File: src/include/pfm_pkg.sv
// ==========================================
// port fault manager constants and types
package pfm_pkg;
   localparam int CLK_NS = 10;
   localparam int TICK_NS = 100000; // time base tick, 100 us
   localparam int TICK_CYCLES = TICK_NS / CLK_NS;
   localparam int TICK_US = TICK_NS / 1000;
   localparam int BASE_US = 6400; // limit timeout base unit, 6.4 ms
   localparam int OPEN_US = 25600; // open-circuit delay, 25.6 ms
   localparam int ARM_US = 900000; // open detector enable delay, 900 ms
   localparam logic [17:0] BASE_TICKS = 18'(BASE_US / TICK_US);
   localparam logic [17:0] OPEN_TICKS = 18'(OPEN_US / TICK_US);
   localparam logic [17:0] ARM_TICKS = 18'(ARM_US / TICK_US);
   localparam logic [4:0] TO_MIN = 5'h01; // 6.4 ms
   localparam logic [4:0] TO_MAX = 5'h14; // 128 ms
   localparam logic [6:0] RETRY_LOW = 7'd99;
   localparam logic [6:0] RETRY_HIGH = 7'd49;
   localparam logic [6:0] RETRY_OPEN = 7'd24;
   localparam logic [1:0] DUTY_LOW = 2'h0;
   localparam logic [1:0] DUTY_HIGH = 2'h1;
   // register byte offsets
   localparam logic [7:0] OFS_CTRL = 8'h00;
   localparam logic [7:0] OFS_PORT_ON = 8'h04;
   localparam logic [7:0] OFS_STATUS = 8'h08;
   localparam logic [7:0] OFS_IRQ_STAT = 8'h0C;
   localparam logic [7:0] OFS_IRQ_MASK = 8'h10;
   // control field positions
   localparam int CTRL_OPEN_EN = 0;
   localparam int CTRL_STAT_SEL = 1;
   localparam int CTRL_RETRY_EN = 2;
   localparam int CTRL_DUTY = 3;
   localparam int CTRL_TBASE = 5;
   localparam logic [9:0] CTRL_RESET = 10'h020;
   localparam logic [7:0] IRQ_RESET = 8'h00;
   // per-port state, one-hot
   typedef enum logic [3:0] {
      PFM_OFF = 4'h1,
      PFM_ON = 4'h2,
      PFM_OCL = 4'h4,
      PFM_OPL = 4'h8
   } pfm_state_e;
   // analog indications from the front end
   typedef struct packed {
      logic uv;
      logic [3:0] good;
      logic [3:0] limit;
      logic [3:0] lowcur;
   } pfm_sense_s;
endpackage : pfm_pkg

File: src/verilog/pfm_port_fault_manager.sv
`timescale 1ns/1ps
module pfm_port_fault_manager #(
   parameter int TICK_DIV = pfm_pkg::TICK_CYCLES
) (
   // clock and reset
   input wire logic CLOCK,
   input wire logic RST,
   // AHB-Lite slave
   input wire logic HSEL,
   input wire logic [7:0] HADDR,
   input wire logic [1:0] HTRANS,
   input wire logic HWRITE,
   input wire logic [2:0] HSIZE,
   input wire logic [31:0] HWDATA,
   input wire logic HREADY,
   output logic HREADYOUT,
   output logic HRESP,
   output logic [31:0] HRDATA,
   // analog front end indications
   input wire pfm_pkg::pfm_sense_s SENSE,
   // port outputs
   output logic [3:0] SWITCH_ON,
   output logic [3:0] RELAY_ON,
   output logic [3:0] STAT,
   output logic FAULT_N,
   output logic IRQ
);
   import pfm_pkg::*;

   // ==========================================
   // input synchronisers
   localparam int SW = $bits(pfm_sense_s);
   logic [SW-1:0] s1, s2, s3, filt, next_filt;
   pfm_sense_s sn;
   // change accepted once second and third stage agree
   always_comb begin
      next_filt = (s2 & s3) | (filt & (s2 | s3));
   end
   always_ff @(posedge CLOCK) begin
      if (RST) begin
         s1 <= '0;
         s2 <= '0;
         s3 <= '0;
         filt <= '0;
      end else begin
         s1 <= SENSE;
         s2 <= s1;
         s3 <= s2;
         filt <= next_filt;
      end
   end
   assign sn = filt;

   // ==========================================
   // time base
   logic [15:0] pre, next_pre;
   logic tick, next_tick;
   // one tick per time base period
   always_comb begin
      next_tick = (pre == 16'(TICK_DIV - 1));
      next_pre = next_tick ? 16'h0000 : pre + 16'h0001;
   end
   always_ff @(posedge CLOCK) begin
      if (RST) begin
         pre <= 16'h0000;
         tick <= 1'b0;
      end else begin
         pre <= next_pre;
         tick <= next_tick;
      end
   end

   // ==========================================
   // registers
   logic [9:0] ctrl, next_ctrl;
   logic [3:0] port_on, next_port_on;
   logic [3:0] relay, next_relay;
   logic [7:0] irq_stat, next_irq_stat, irq_mask, next_irq_mask;
   logic [31:0] rdata, next_rdata, status_word;
   logic [7:0] wadr, next_wadr, ev;
   logic wpend, next_wpend, acc, od_en, sel, rt_en;
   logic [1:0] duty;
   logic [4:0] tbase;
   assign od_en = ctrl[CTRL_OPEN_EN];
   assign sel = ctrl[CTRL_STAT_SEL];
   assign rt_en = ctrl[CTRL_RETRY_EN];
   assign duty = ctrl[CTRL_DUTY+:2];
   assign tbase = ctrl[CTRL_TBASE+:5];
   assign acc = HSEL & HTRANS[1] & HREADY;
   assign HREADYOUT = 1'b1;
   assign HRESP = 1'b0;
   assign HRDATA = rdata;

   // bus decode, write in data phase, read data captured at address phase
   always_comb begin
      next_ctrl = ctrl;
      next_port_on = port_on;
      next_relay = relay;
      next_irq_mask = irq_mask;
      next_irq_stat = irq_stat;
      next_wadr = HADDR;
      next_wpend = acc & HWRITE;
      next_rdata = rdata;
      if (wpend) begin
         unique case (wadr)
            OFS_CTRL: next_ctrl = HWDATA[9:0];
            OFS_PORT_ON: begin
               next_port_on = HWDATA[3:0];
               next_relay = HWDATA[7:4];
            end
            OFS_IRQ_STAT: next_irq_stat = irq_stat & ~HWDATA[7:0];
            OFS_IRQ_MASK: next_irq_mask = HWDATA[7:0];
            default: ;
         endcase
      end
      next_irq_stat = next_irq_stat | ev; // set wins over clear
      if (acc & ~HWRITE) begin
         unique case (HADDR)
            OFS_CTRL: next_rdata = {22'h0, ctrl};
            OFS_PORT_ON: next_rdata = {24'h0, relay, port_on};
            OFS_STATUS: next_rdata = status_word;
            OFS_IRQ_STAT: next_rdata = {24'h0, irq_stat};
            OFS_IRQ_MASK: next_rdata = {24'h0, irq_mask};
            default: next_rdata = 32'h0000_0000;
         endcase
      end
   end
   always_ff @(posedge CLOCK) begin
      if (RST) begin
         ctrl <= CTRL_RESET;
         port_on <= 4'h0;
         relay <= 4'h0;
         irq_stat <= IRQ_RESET;
         irq_mask <= IRQ_RESET;
         rdata <= 32'h0000_0000;
         wadr <= 8'h00;
         wpend <= 1'b0;
      end else begin
         ctrl <= next_ctrl;
         port_on <= next_port_on;
         relay <= next_relay;
         irq_stat <= next_irq_stat;
         irq_mask <= next_irq_mask;
         rdata <= next_rdata;
         wadr <= next_wadr;
         wpend <= next_wpend;
      end
   end

   // ==========================================
   // timeout and off-time
   function automatic logic [17:0] to_ticks(input logic [4:0] b);
      logic [4:0] u;
      u = (b < TO_MIN) ? TO_MIN : ((b > TO_MAX) ? TO_MAX : b);
      to_ticks = 18'(u * BASE_TICKS);
   endfunction : to_ticks
   function automatic logic [17:0] off_ticks(input logic [1:0] d, input logic [17:0] t);
      logic [6:0] n;
      n = (d == DUTY_LOW) ? RETRY_LOW : ((d == DUTY_HIGH) ? RETRY_HIGH : RETRY_OPEN);
      off_ticks = 18'(n * t);
   endfunction : off_ticks
   logic [17:0] t_lim, t_off;
   assign t_lim = to_ticks(tbase);
   assign t_off = off_ticks(duty, t_lim);

   // ==========================================
   // per-port state machines
   pfm_state_e st [4], next_st [4];
   logic [17:0] ca [4], next_ca [4], cb [4], next_cb [4];
   logic [3:0] arm, next_arm, sw_good;
   always_comb begin
      for (int i = 0; i < 4; i++) begin
         next_st[i] = st[i];
         next_ca[i] = ca[i];
         next_cb[i] = cb[i];
         next_arm[i] = arm[i];
         ev[i] = 1'b0;
         ev[i+4] = 1'b0;
         unique case (st[i])
            PFM_OFF: begin
               next_ca[i] = 18'h0;
               next_cb[i] = 18'h0;
               next_arm[i] = 1'b0;
               if (port_on[i] & ~sn.uv) next_st[i] = PFM_ON;
            end
            PFM_ON: begin
               if (sn.uv | ~port_on[i]) begin
                  next_st[i] = PFM_OFF;
               end else begin
                  // limit timer restarts when limiting stops
                  next_ca[i] = sn.limit[i] ? ca[i] + 18'(tick) : 18'h0;
                  if (~arm[i]) begin
                     next_cb[i] = (sn.good[i] & ~sn.limit[i]) ? cb[i] + 18'(tick) : 18'h0;
                     next_arm[i] = (next_cb[i] >= ARM_TICKS);
                     if (next_arm[i]) next_cb[i] = 18'h0;
                  end else begin
                     next_cb[i] = (od_en & sn.lowcur[i]) ? cb[i] + 18'(tick) : 18'h0;
                  end
                  if (sn.limit[i] & next_ca[i] >= t_lim) begin
                     next_st[i] = PFM_OCL;
                     next_ca[i] = 18'h0;
                     ev[i] = 1'b1;
                  end else if (arm[i] & next_cb[i] >= OPEN_TICKS) begin
                     next_st[i] = PFM_OPL;
                     ev[i+4] = 1'b1;
                  end
               end
            end
            PFM_OCL: begin
               if (~port_on[i]) begin
                  next_st[i] = PFM_OFF;
               end else if (rt_en & ~sn.uv) begin
                  next_ca[i] = ca[i] + 18'(tick);
                  if (next_ca[i] >= t_off) next_st[i] = PFM_OFF;
               end else begin
                  next_ca[i] = 18'h0;
               end
            end
            PFM_OPL: begin
               if (~port_on[i]) next_st[i] = PFM_OFF;
            end
            default: next_st[i] = PFM_OFF;
         endcase
         sw_good[i] = (st[i] == PFM_ON) & sn.good[i] & ~sn.limit[i];
      end
   end
   always_ff @(posedge CLOCK) begin
      for (int i = 0; i < 4; i++) begin
         if (RST) begin
            st[i] <= PFM_OFF;
            ca[i] <= 18'h0;
            cb[i] <= 18'h0;
            arm[i] <= 1'b0;
         end else begin
            st[i] <= next_st[i];
            ca[i] <= next_ca[i];
            cb[i] <= next_cb[i];
            arm[i] <= next_arm[i];
         end
      end
   end

   // ==========================================
   // outputs
   logic [3:0] latched, open_flag, oc_flag, on_now, next_stat;
   logic next_fault_n;
   always_comb begin
      for (int i = 0; i < 4; i++) begin
         oc_flag[i] = (st[i] == PFM_OCL);
         open_flag[i] = (st[i] == PFM_OPL);
         on_now[i] = (st[i] == PFM_ON);
      end
      latched = oc_flag | open_flag;
      next_fault_n = ~sn.uv & ~|latched;
      next_stat = sel ? sw_good : (od_en ? open_flag : 4'h0);
   end
   assign status_word = {14'h0, FAULT_N, sn.uv, SWITCH_ON, oc_flag, open_flag, STAT};
   always_ff @(posedge CLOCK) begin
      if (RST) begin
         SWITCH_ON <= 4'h0;
         RELAY_ON <= 4'h0;
         STAT <= 4'h0;
         FAULT_N <= 1'b1;
         IRQ <= 1'b0;
      end else begin
         SWITCH_ON <= on_now & {4{~sn.uv}};
         RELAY_ON <= relay & {4{~sn.uv}};
         STAT <= next_stat;
         FAULT_N <= next_fault_n;
         IRQ <= |(irq_stat & irq_mask);
      end
   end
endmodule : pfm_port_fault_manager
File: config.mk
export PLATFORM = sky130hd
export DESIGN_NAME = pfm_port_fault_manager
export DESIGN_NICKNAME = d
export VERILOG_FILES = /design/src/include/pfm_pkg.sv /design/src/verilog/pfm_port_fault_manager.sv
export SDC_FILE = /design/constraint.sdc
export NUM_CORES = 1
export LEC_CHECK = 0
export BUFFER_PORTS_ARGS = -buffer_cell sky130_fd_sc_hd__clkbuf_2
export CORE_MARGIN = 5
export CORE_UTILIZATION = 40
export DETAILED_ROUTE_END_ITERATION = 10
export GPL_TIMING_DRIVEN = 0
export PLACE_DENSITY = 0.56
export SYNTH_ARGS = -nofsm -noshare
export SYNTH_HDL_FRONTEND = slang
export SYNTH_SLANG_ARGS = --single-unit
File: constraint.sdc
create_clock -name CLOCK -period 6.5 [get_ports CLOCK]
set_clock_uncertainty 0.2 [all_clocks]
set_input_delay 0.65 -clock CLOCK [delete_from_list [all_inputs] [get_ports CLOCK]]
set_output_delay 0.65 -clock CLOCK [all_outputs]
set_load 0.01 [all_outputs]
# Yosys cells after proc, flatten, opt, wreduce, memory -nomap -nowiden
# Memories as Yosys holds them, arrays and structs flattened.
# Index checks and enable logic that the tools add are counted.
# classes
n_addsub	9
mul	1
div_mod_pow	0
magnitude_cmp	18
n_eq_ne	29
n_shift	0
muxes	156
bitwise	71
n_reduce_logical	18
# op_table
op	n
18-bit two-way mux	56
18-bit one-hot mux with 3 select lines	4
4-bit two-way mux	38
18-bit by 1-bit adder with 18-bit output	8
18-bit one-hot mux with 2 select lines	4
18-bit one-hot mux with 5 select lines	1
18-bit by 11-bit greater-or-equal comparator with 1-bit output	4
18-bit by 14-bit greater-or-equal comparator with 1-bit output (second input constant)	4
18-bit greater-or-equal comparator	4
18-bit by 9-bit greater-or-equal comparator with 1-bit output (second input constant)	4
4-bit one-hot mux with 4 select lines	4
1-bit two-way mux	39
1-bit bitwise AND	34
13-bit bitwise AND	2
13-bit OR	2
8-bit by 4-bit == test with 1-bit output (second input constant)	3
16-bit by 1-bit adder with 16-bit output (second input constant)	1
8-bit bitwise AND	2
16-bit by 14-bit == test with 1-bit output (second input constant)	1
4-bit by 1-bit == test with 1-bit output (second input constant)	4
4-bit by 2-bit == test with 1-bit output (second input constant)	4
4-bit by 3-bit == test with 1-bit output (second input constant)	4
4-bit == test (second input constant)	4
8-bit by 3-bit == test with 1-bit output (second input constant)	2
25 further kinds	69
# totals
regBits	162
latch_bits	0
ram_bits	160
rom_bits	0
inputBits	63
output_inout_bits	48
n_memories	3
# memory_table
name	words	width	read_ports	rd_clocked_by_memory_dff	wr	line_no	text
ca	4	18	4	0	4	pfm_port_fault_manager.sv:169	logic [17:0] ca [4], next_ca [4], cb [4], next_cb [4];
cb	4	18	4	0	4	pfm_port_fault_manager.sv:169	
st	4	4	4	0	4	pfm_port_fault_manager.sv:168	pfm_state_e st [4], next_st [4];

# Longest topological paths before layout
# depth
ltp_word	15
depth_mapped	23

# Worst setup path after synthesis
# OpenSTA, ideal clock, no wires.
# synth_timing
path_kind	reg2reg
from	reg ctrl[9]
to	mem st[2][0] in the netlist's numbering
setup_ns	0.120
arrival_time_ns	4.815
setup_slack_ns	1.365
stages_incl_launch_ff	22
path_buffers	1
period_less_slack_ns	5.135
cell_sequence	dfxtp_1 > clkbuf_1 > a21oi_1 > or2_2 > nor2_1 > ha_1 > inv_1 > fa_1 > inv_1 > fa_1 > ha_1 > inv_1 > o31ai_1 > a21oi_1 > xor2_1 > ha_1 > a2111oi_0 > o311ai_0 > a221oi_1 > o221a_2 > nor3_1 > a211o_1
# synth_rtl
item	line_no	text
from (decl)	pfm_port_fault_manager.sv:75	logic [9:0] ctrl, next_ctrl;
from (signal assigned)	pfm_port_fault_manager.sv:139	ctrl <= next_ctrl;
to (decl)	pfm_port_fault_manager.sv:168	

==> metrics.csv <==
stage,metric,value,unit
run_status,outcome,"complete, no violations",
place,finalWeightedCongestion,0.909,
power,power.switching_fraction,26.7,%
yosys,synth.most_common_cell,sky130_fd_sc_hd__dfxtp_1,
yosys,count_of_yosys_warnings_during_synthesis,0,
clock_tree,ctsLongestPathBuffers,3,
floorplan,die_area,50100,sq um
floorplan,ioPinCount,111,
yosys,leading_cell_types_by_total_area_after_synthesis,"sky130_fd_sc_hd__dfxtp_1 34%, sky130_fd_sc_hd__ha_1 6.7%, sky130_fd_sc_hd__nor2_1 4.8%",
floorplan,die_y,224,microns
yosys,synth.yosys.seq_area_share,33.7,%
floorplan,core_area,45300,sq um
clock_tree,clock_latency,0.57,ns
yosys,ys_ff_latch,308,
drt,met1Wirelength,26.4,mm
power,internal_power,3250,uW
critical_path,ff2ff_path_depth,22,
drt,postRouteWirelength,56.6,mm
drt,met2_layer_wire_length_in_the_routed_design,25.5,mm
yosys,post_synth_instance_area,18300,sq um
critical_path,startpoint_type,register,
yosys,asyncSetResetFlopFracSynth,0,%
critical_path,critical_path_peak_fanout,8,
drt,top_signal_layer_used,met4,
yosys,syn-mean-instance-area,8.09,sq um
clock_tree,clockRootBuffer,sky130_fd_sc_hd__clkbuf_16,
sta,fin_crit_sh,93.1,%
drt,route.met3.wl,3.14,mm
run,max_cap_violations,0,
clock_tree,number_of_buffers_created_by_cts,37,
cells_and_area,finalInstanceArea,20700,sq um
sta,timing.final.hold_violations,0,
grt,grt_pass1_vias,16200,
floorplan,dieWidth,224,microns
worst_hold_path,min_delay_path_depth,2,
power,power.combinational.fraction,8.9,%
critical_path,path_class,register to register,
grt,antenna_found_initial,0,
drt,viasPerCell,5.72,
critical_path,signal_arrival_time_at_the_worst_endpoint,6.31,ns
power,power.static_leakage,0.00780,uW
power,power_density,214,nW/um^2
drt,route.vias.total,17200,
cells_and_area,fraction_of_layout_cells_with_a_size_suffix_above_1,8.47,%
yosys,synth_top_area_share,33.7,%
place,port-buffer-count,68,
cells_and_area,synthToLayoutAreaGrowth,13.1,%
sta,timing_worst_slew_pin_value,1.35,ns
drt,drt-pass1-iter-count,7,
clock_tree,clock_sink_count,308,
clock_tree,worst_setup_hold_path_clk_slew,0.06,ns
power,seqPwrFrac,44.1,%
place,hpwlAfterDp,42.8,mm
power,sw_pwr,1180,uW
power,peakVddDrop,0.000142,V
cells_and_area,n_antenna_cell,0,
yosys,syn_inst,2258,
cells_and_area,finish.net_count,2551,
grt,grt_pass1_wl,89.5,mm
floorplan,initial_standard_cell_utilization_of_the_core,40.4,%
sta,timing.final.setup_violations,0,
drt,avgRoutedWirePerCell,18.8,microns
drt,drcViolationCount,0,
grt,grt_overflow_total,0,
worst_hold_path,min_path_type,input port to register,
critical_path,crit_required,6.75,ns
clock_tree,holdBufCountCts,0,
grt,globalRouteTotalUtil,22.0,%
critical_path,worst_setup_path_end_kind,register,
sta,grt_setup_unrepaired,no,
yosys,synth_enable_flop_cells,0,
yosys,synth.lib_cells_used.distinct,93,
drt,antenna_left,0,
clock_tree,cts_htree_levels,2,
grt,largest_net_degree_at_the_start_of_global_routing,13,
yosys,primary_ff_master_synth,sky130_fd_sc_hd__dfxtp_1,
clock_tree,clock_tree_from_tritoncts,yes,
place,postPlaceCellArea,19400,sq um
sta,worst_slew_margin_rel,8.95,%
yosys,synthDominantAreaCellType,sky130_fd_sc_hd__dfxtp_1,
drt,drt-initial-drc-count,1483,
floorplan,row_count,78,
power,clockPowerShare,46.9,%
sta,fmax,165,MHz
yosys,synthTopCellsByCount,"308 x sky130_fd_sc_hd__dfxtp_1, 236 x sky130_fd_sc_hd__nor2_1, 214 x sky130_fd_sc_hd__nand2_1",
sta,finalCriticalPeriod,6.05,ns
sta,report.final.slew_viol_count,0,
sta,worst_hold_slack,0.0991,ns
power by group through the flow:
stage	registers (uW)	clock network, uW	logic, uW
after floorplan	1980	0	245
after global placement	1990	0	391
after detailed placement	1990	0	391
after CTS	1950	2130	393
after global routing	1960	2200	434
final	1950	2080	395
cell usage in the layout (no fill, tap or decap), drive strengths merged, types with 62 or more instances in the layout:
| cell | instances |
|---|---|
| dfxtp | 308 |
| nor2 | 236 |
| clkbuf | 220 |
| nand2 | 214 |
| o21ai | 137 |
| a21oi | 104 |
| ha | 98 |
| nand3 | 89 |
| inv | 81 |
| nor2b | 76 |
| xnor2 | 66 |
| nor3 | 64 |
| xor2 | 62 |
cells by family after synthesis:
logic type / Yosys count / synth area share (%)
xor+xnor: 128 / 6.13
simple gates: 956 / 26.8
other cells: 2 / 0.0411
buf+inv: 214 / 5.02
mux: 38 / 2.08
compound gates: 501 / 18.2
fa+ha+maj: 111 / 7.97
flops: 308 / 33.7
worst max-delay path: stages, from the launching register on:
cell,delay (ns)
sky130_fd_sc_hd__dfxtp_1,0.30
sky130_fd_sc_hd__clkbuf_1,0.36
sky130_fd_sc_hd__a21oi_2,0.25
sky130_fd_sc_hd__or2_2,0.37
sky130_fd_sc_hd__nor2_1,0.18
sky130_fd_sc_hd__ha_1,0.18
sky130_fd_sc_hd__inv_1,0.05
sky130_fd_sc_hd__fa_1,0.42
sky130_fd_sc_hd__inv_1,0.09
sky130_fd_sc_hd__fa_1,0.42
sky130_fd_sc_hd__ha_1,0.33
sky130_fd_sc_hd__inv_1,0.09
sky130_fd_sc_hd__o31ai_1,0.35
sky130_fd_sc_hd__a41o_1,0.27
sky130_fd_sc_hd__nor2_1,0.10
sky130_fd_sc_hd__xor2_4,0.21
sky130_fd_sc_hd__ha_1,0.25
sky130_fd_sc_hd__a2111oi_0,0.33
sky130_fd_sc_hd__o311ai_0,0.23
sky130_fd_sc_hd__a221oi_1,0.32
sky130_fd_sc_hd__o221a_2,0.29
sky130_fd_sc_hd__nor3_1,0.08
sky130_fd_sc_hd__a211o_1,0.27
area by class of cell:
class	instances	area, sq um
tap	600	751
clock inverter	7	82.6
multi-input combinational	1750	11300
fill	4599	24600
sequential	308	6170
clock buffer	60	1110
buffer	135	621
inverter	79	297
timing repair buffer	69	348
final timing paths:
kind | startpoint | end | slack, ns
hold reg to reg | s1[11]$_SDFF_PP0_ | s2[11]$_SDFF_PP0_ | 0.23
hold / removal | SENSE[0] | s1[0]$_SDFF_PP0_ | 0.1
setup reg to reg | ctrl[9]$_SDFFE_PP0P_ | st[2][0]$_SDFFE_PP1P_ | 0.45
setup / recovery | ctrl[9]$_SDFFE_PP0P_ | st[2][0]$_SDFFE_PP1P_ | 0.45
per-layer routing:
metal	track usage, %	vias to the layer above
met5	0	-
met4	6.62	0
met3	2.79	96
met2	35.6	483
met1	30.8	8234
li1	-	8379
stage by stage:
step                      util, %  setup WS (ns)  setup TNS, ns  total power, uW  std cells
after floorplan                 -           1.37              0             2230       2272
after global placement       42.9        -0.0606         -0.115             2380       2940
after detailed placement     42.9        -0.0806         -0.119             2380       2940
after CTS                    45.6         0.0449              0             4470       3007
after global routing         45.7         0.0254              0             4600       3008
final                        45.7          0.447              0             4430       3008
state kept, by name, indices dropped and copies added, names as in the netlist, 10 cells and up:
register,flops
ca,72
cb,72
HRDATA,18
pre,16
st,16
filt,13
s1,13
s2,13
s3,13
ctrl,10
timing repair:
action	CTS	global route
setup buffers	0	1
pin swaps	0	1
resized for setup	1	4
setup endpoints to repair	2	7
(Power assumes the default switching activity.)
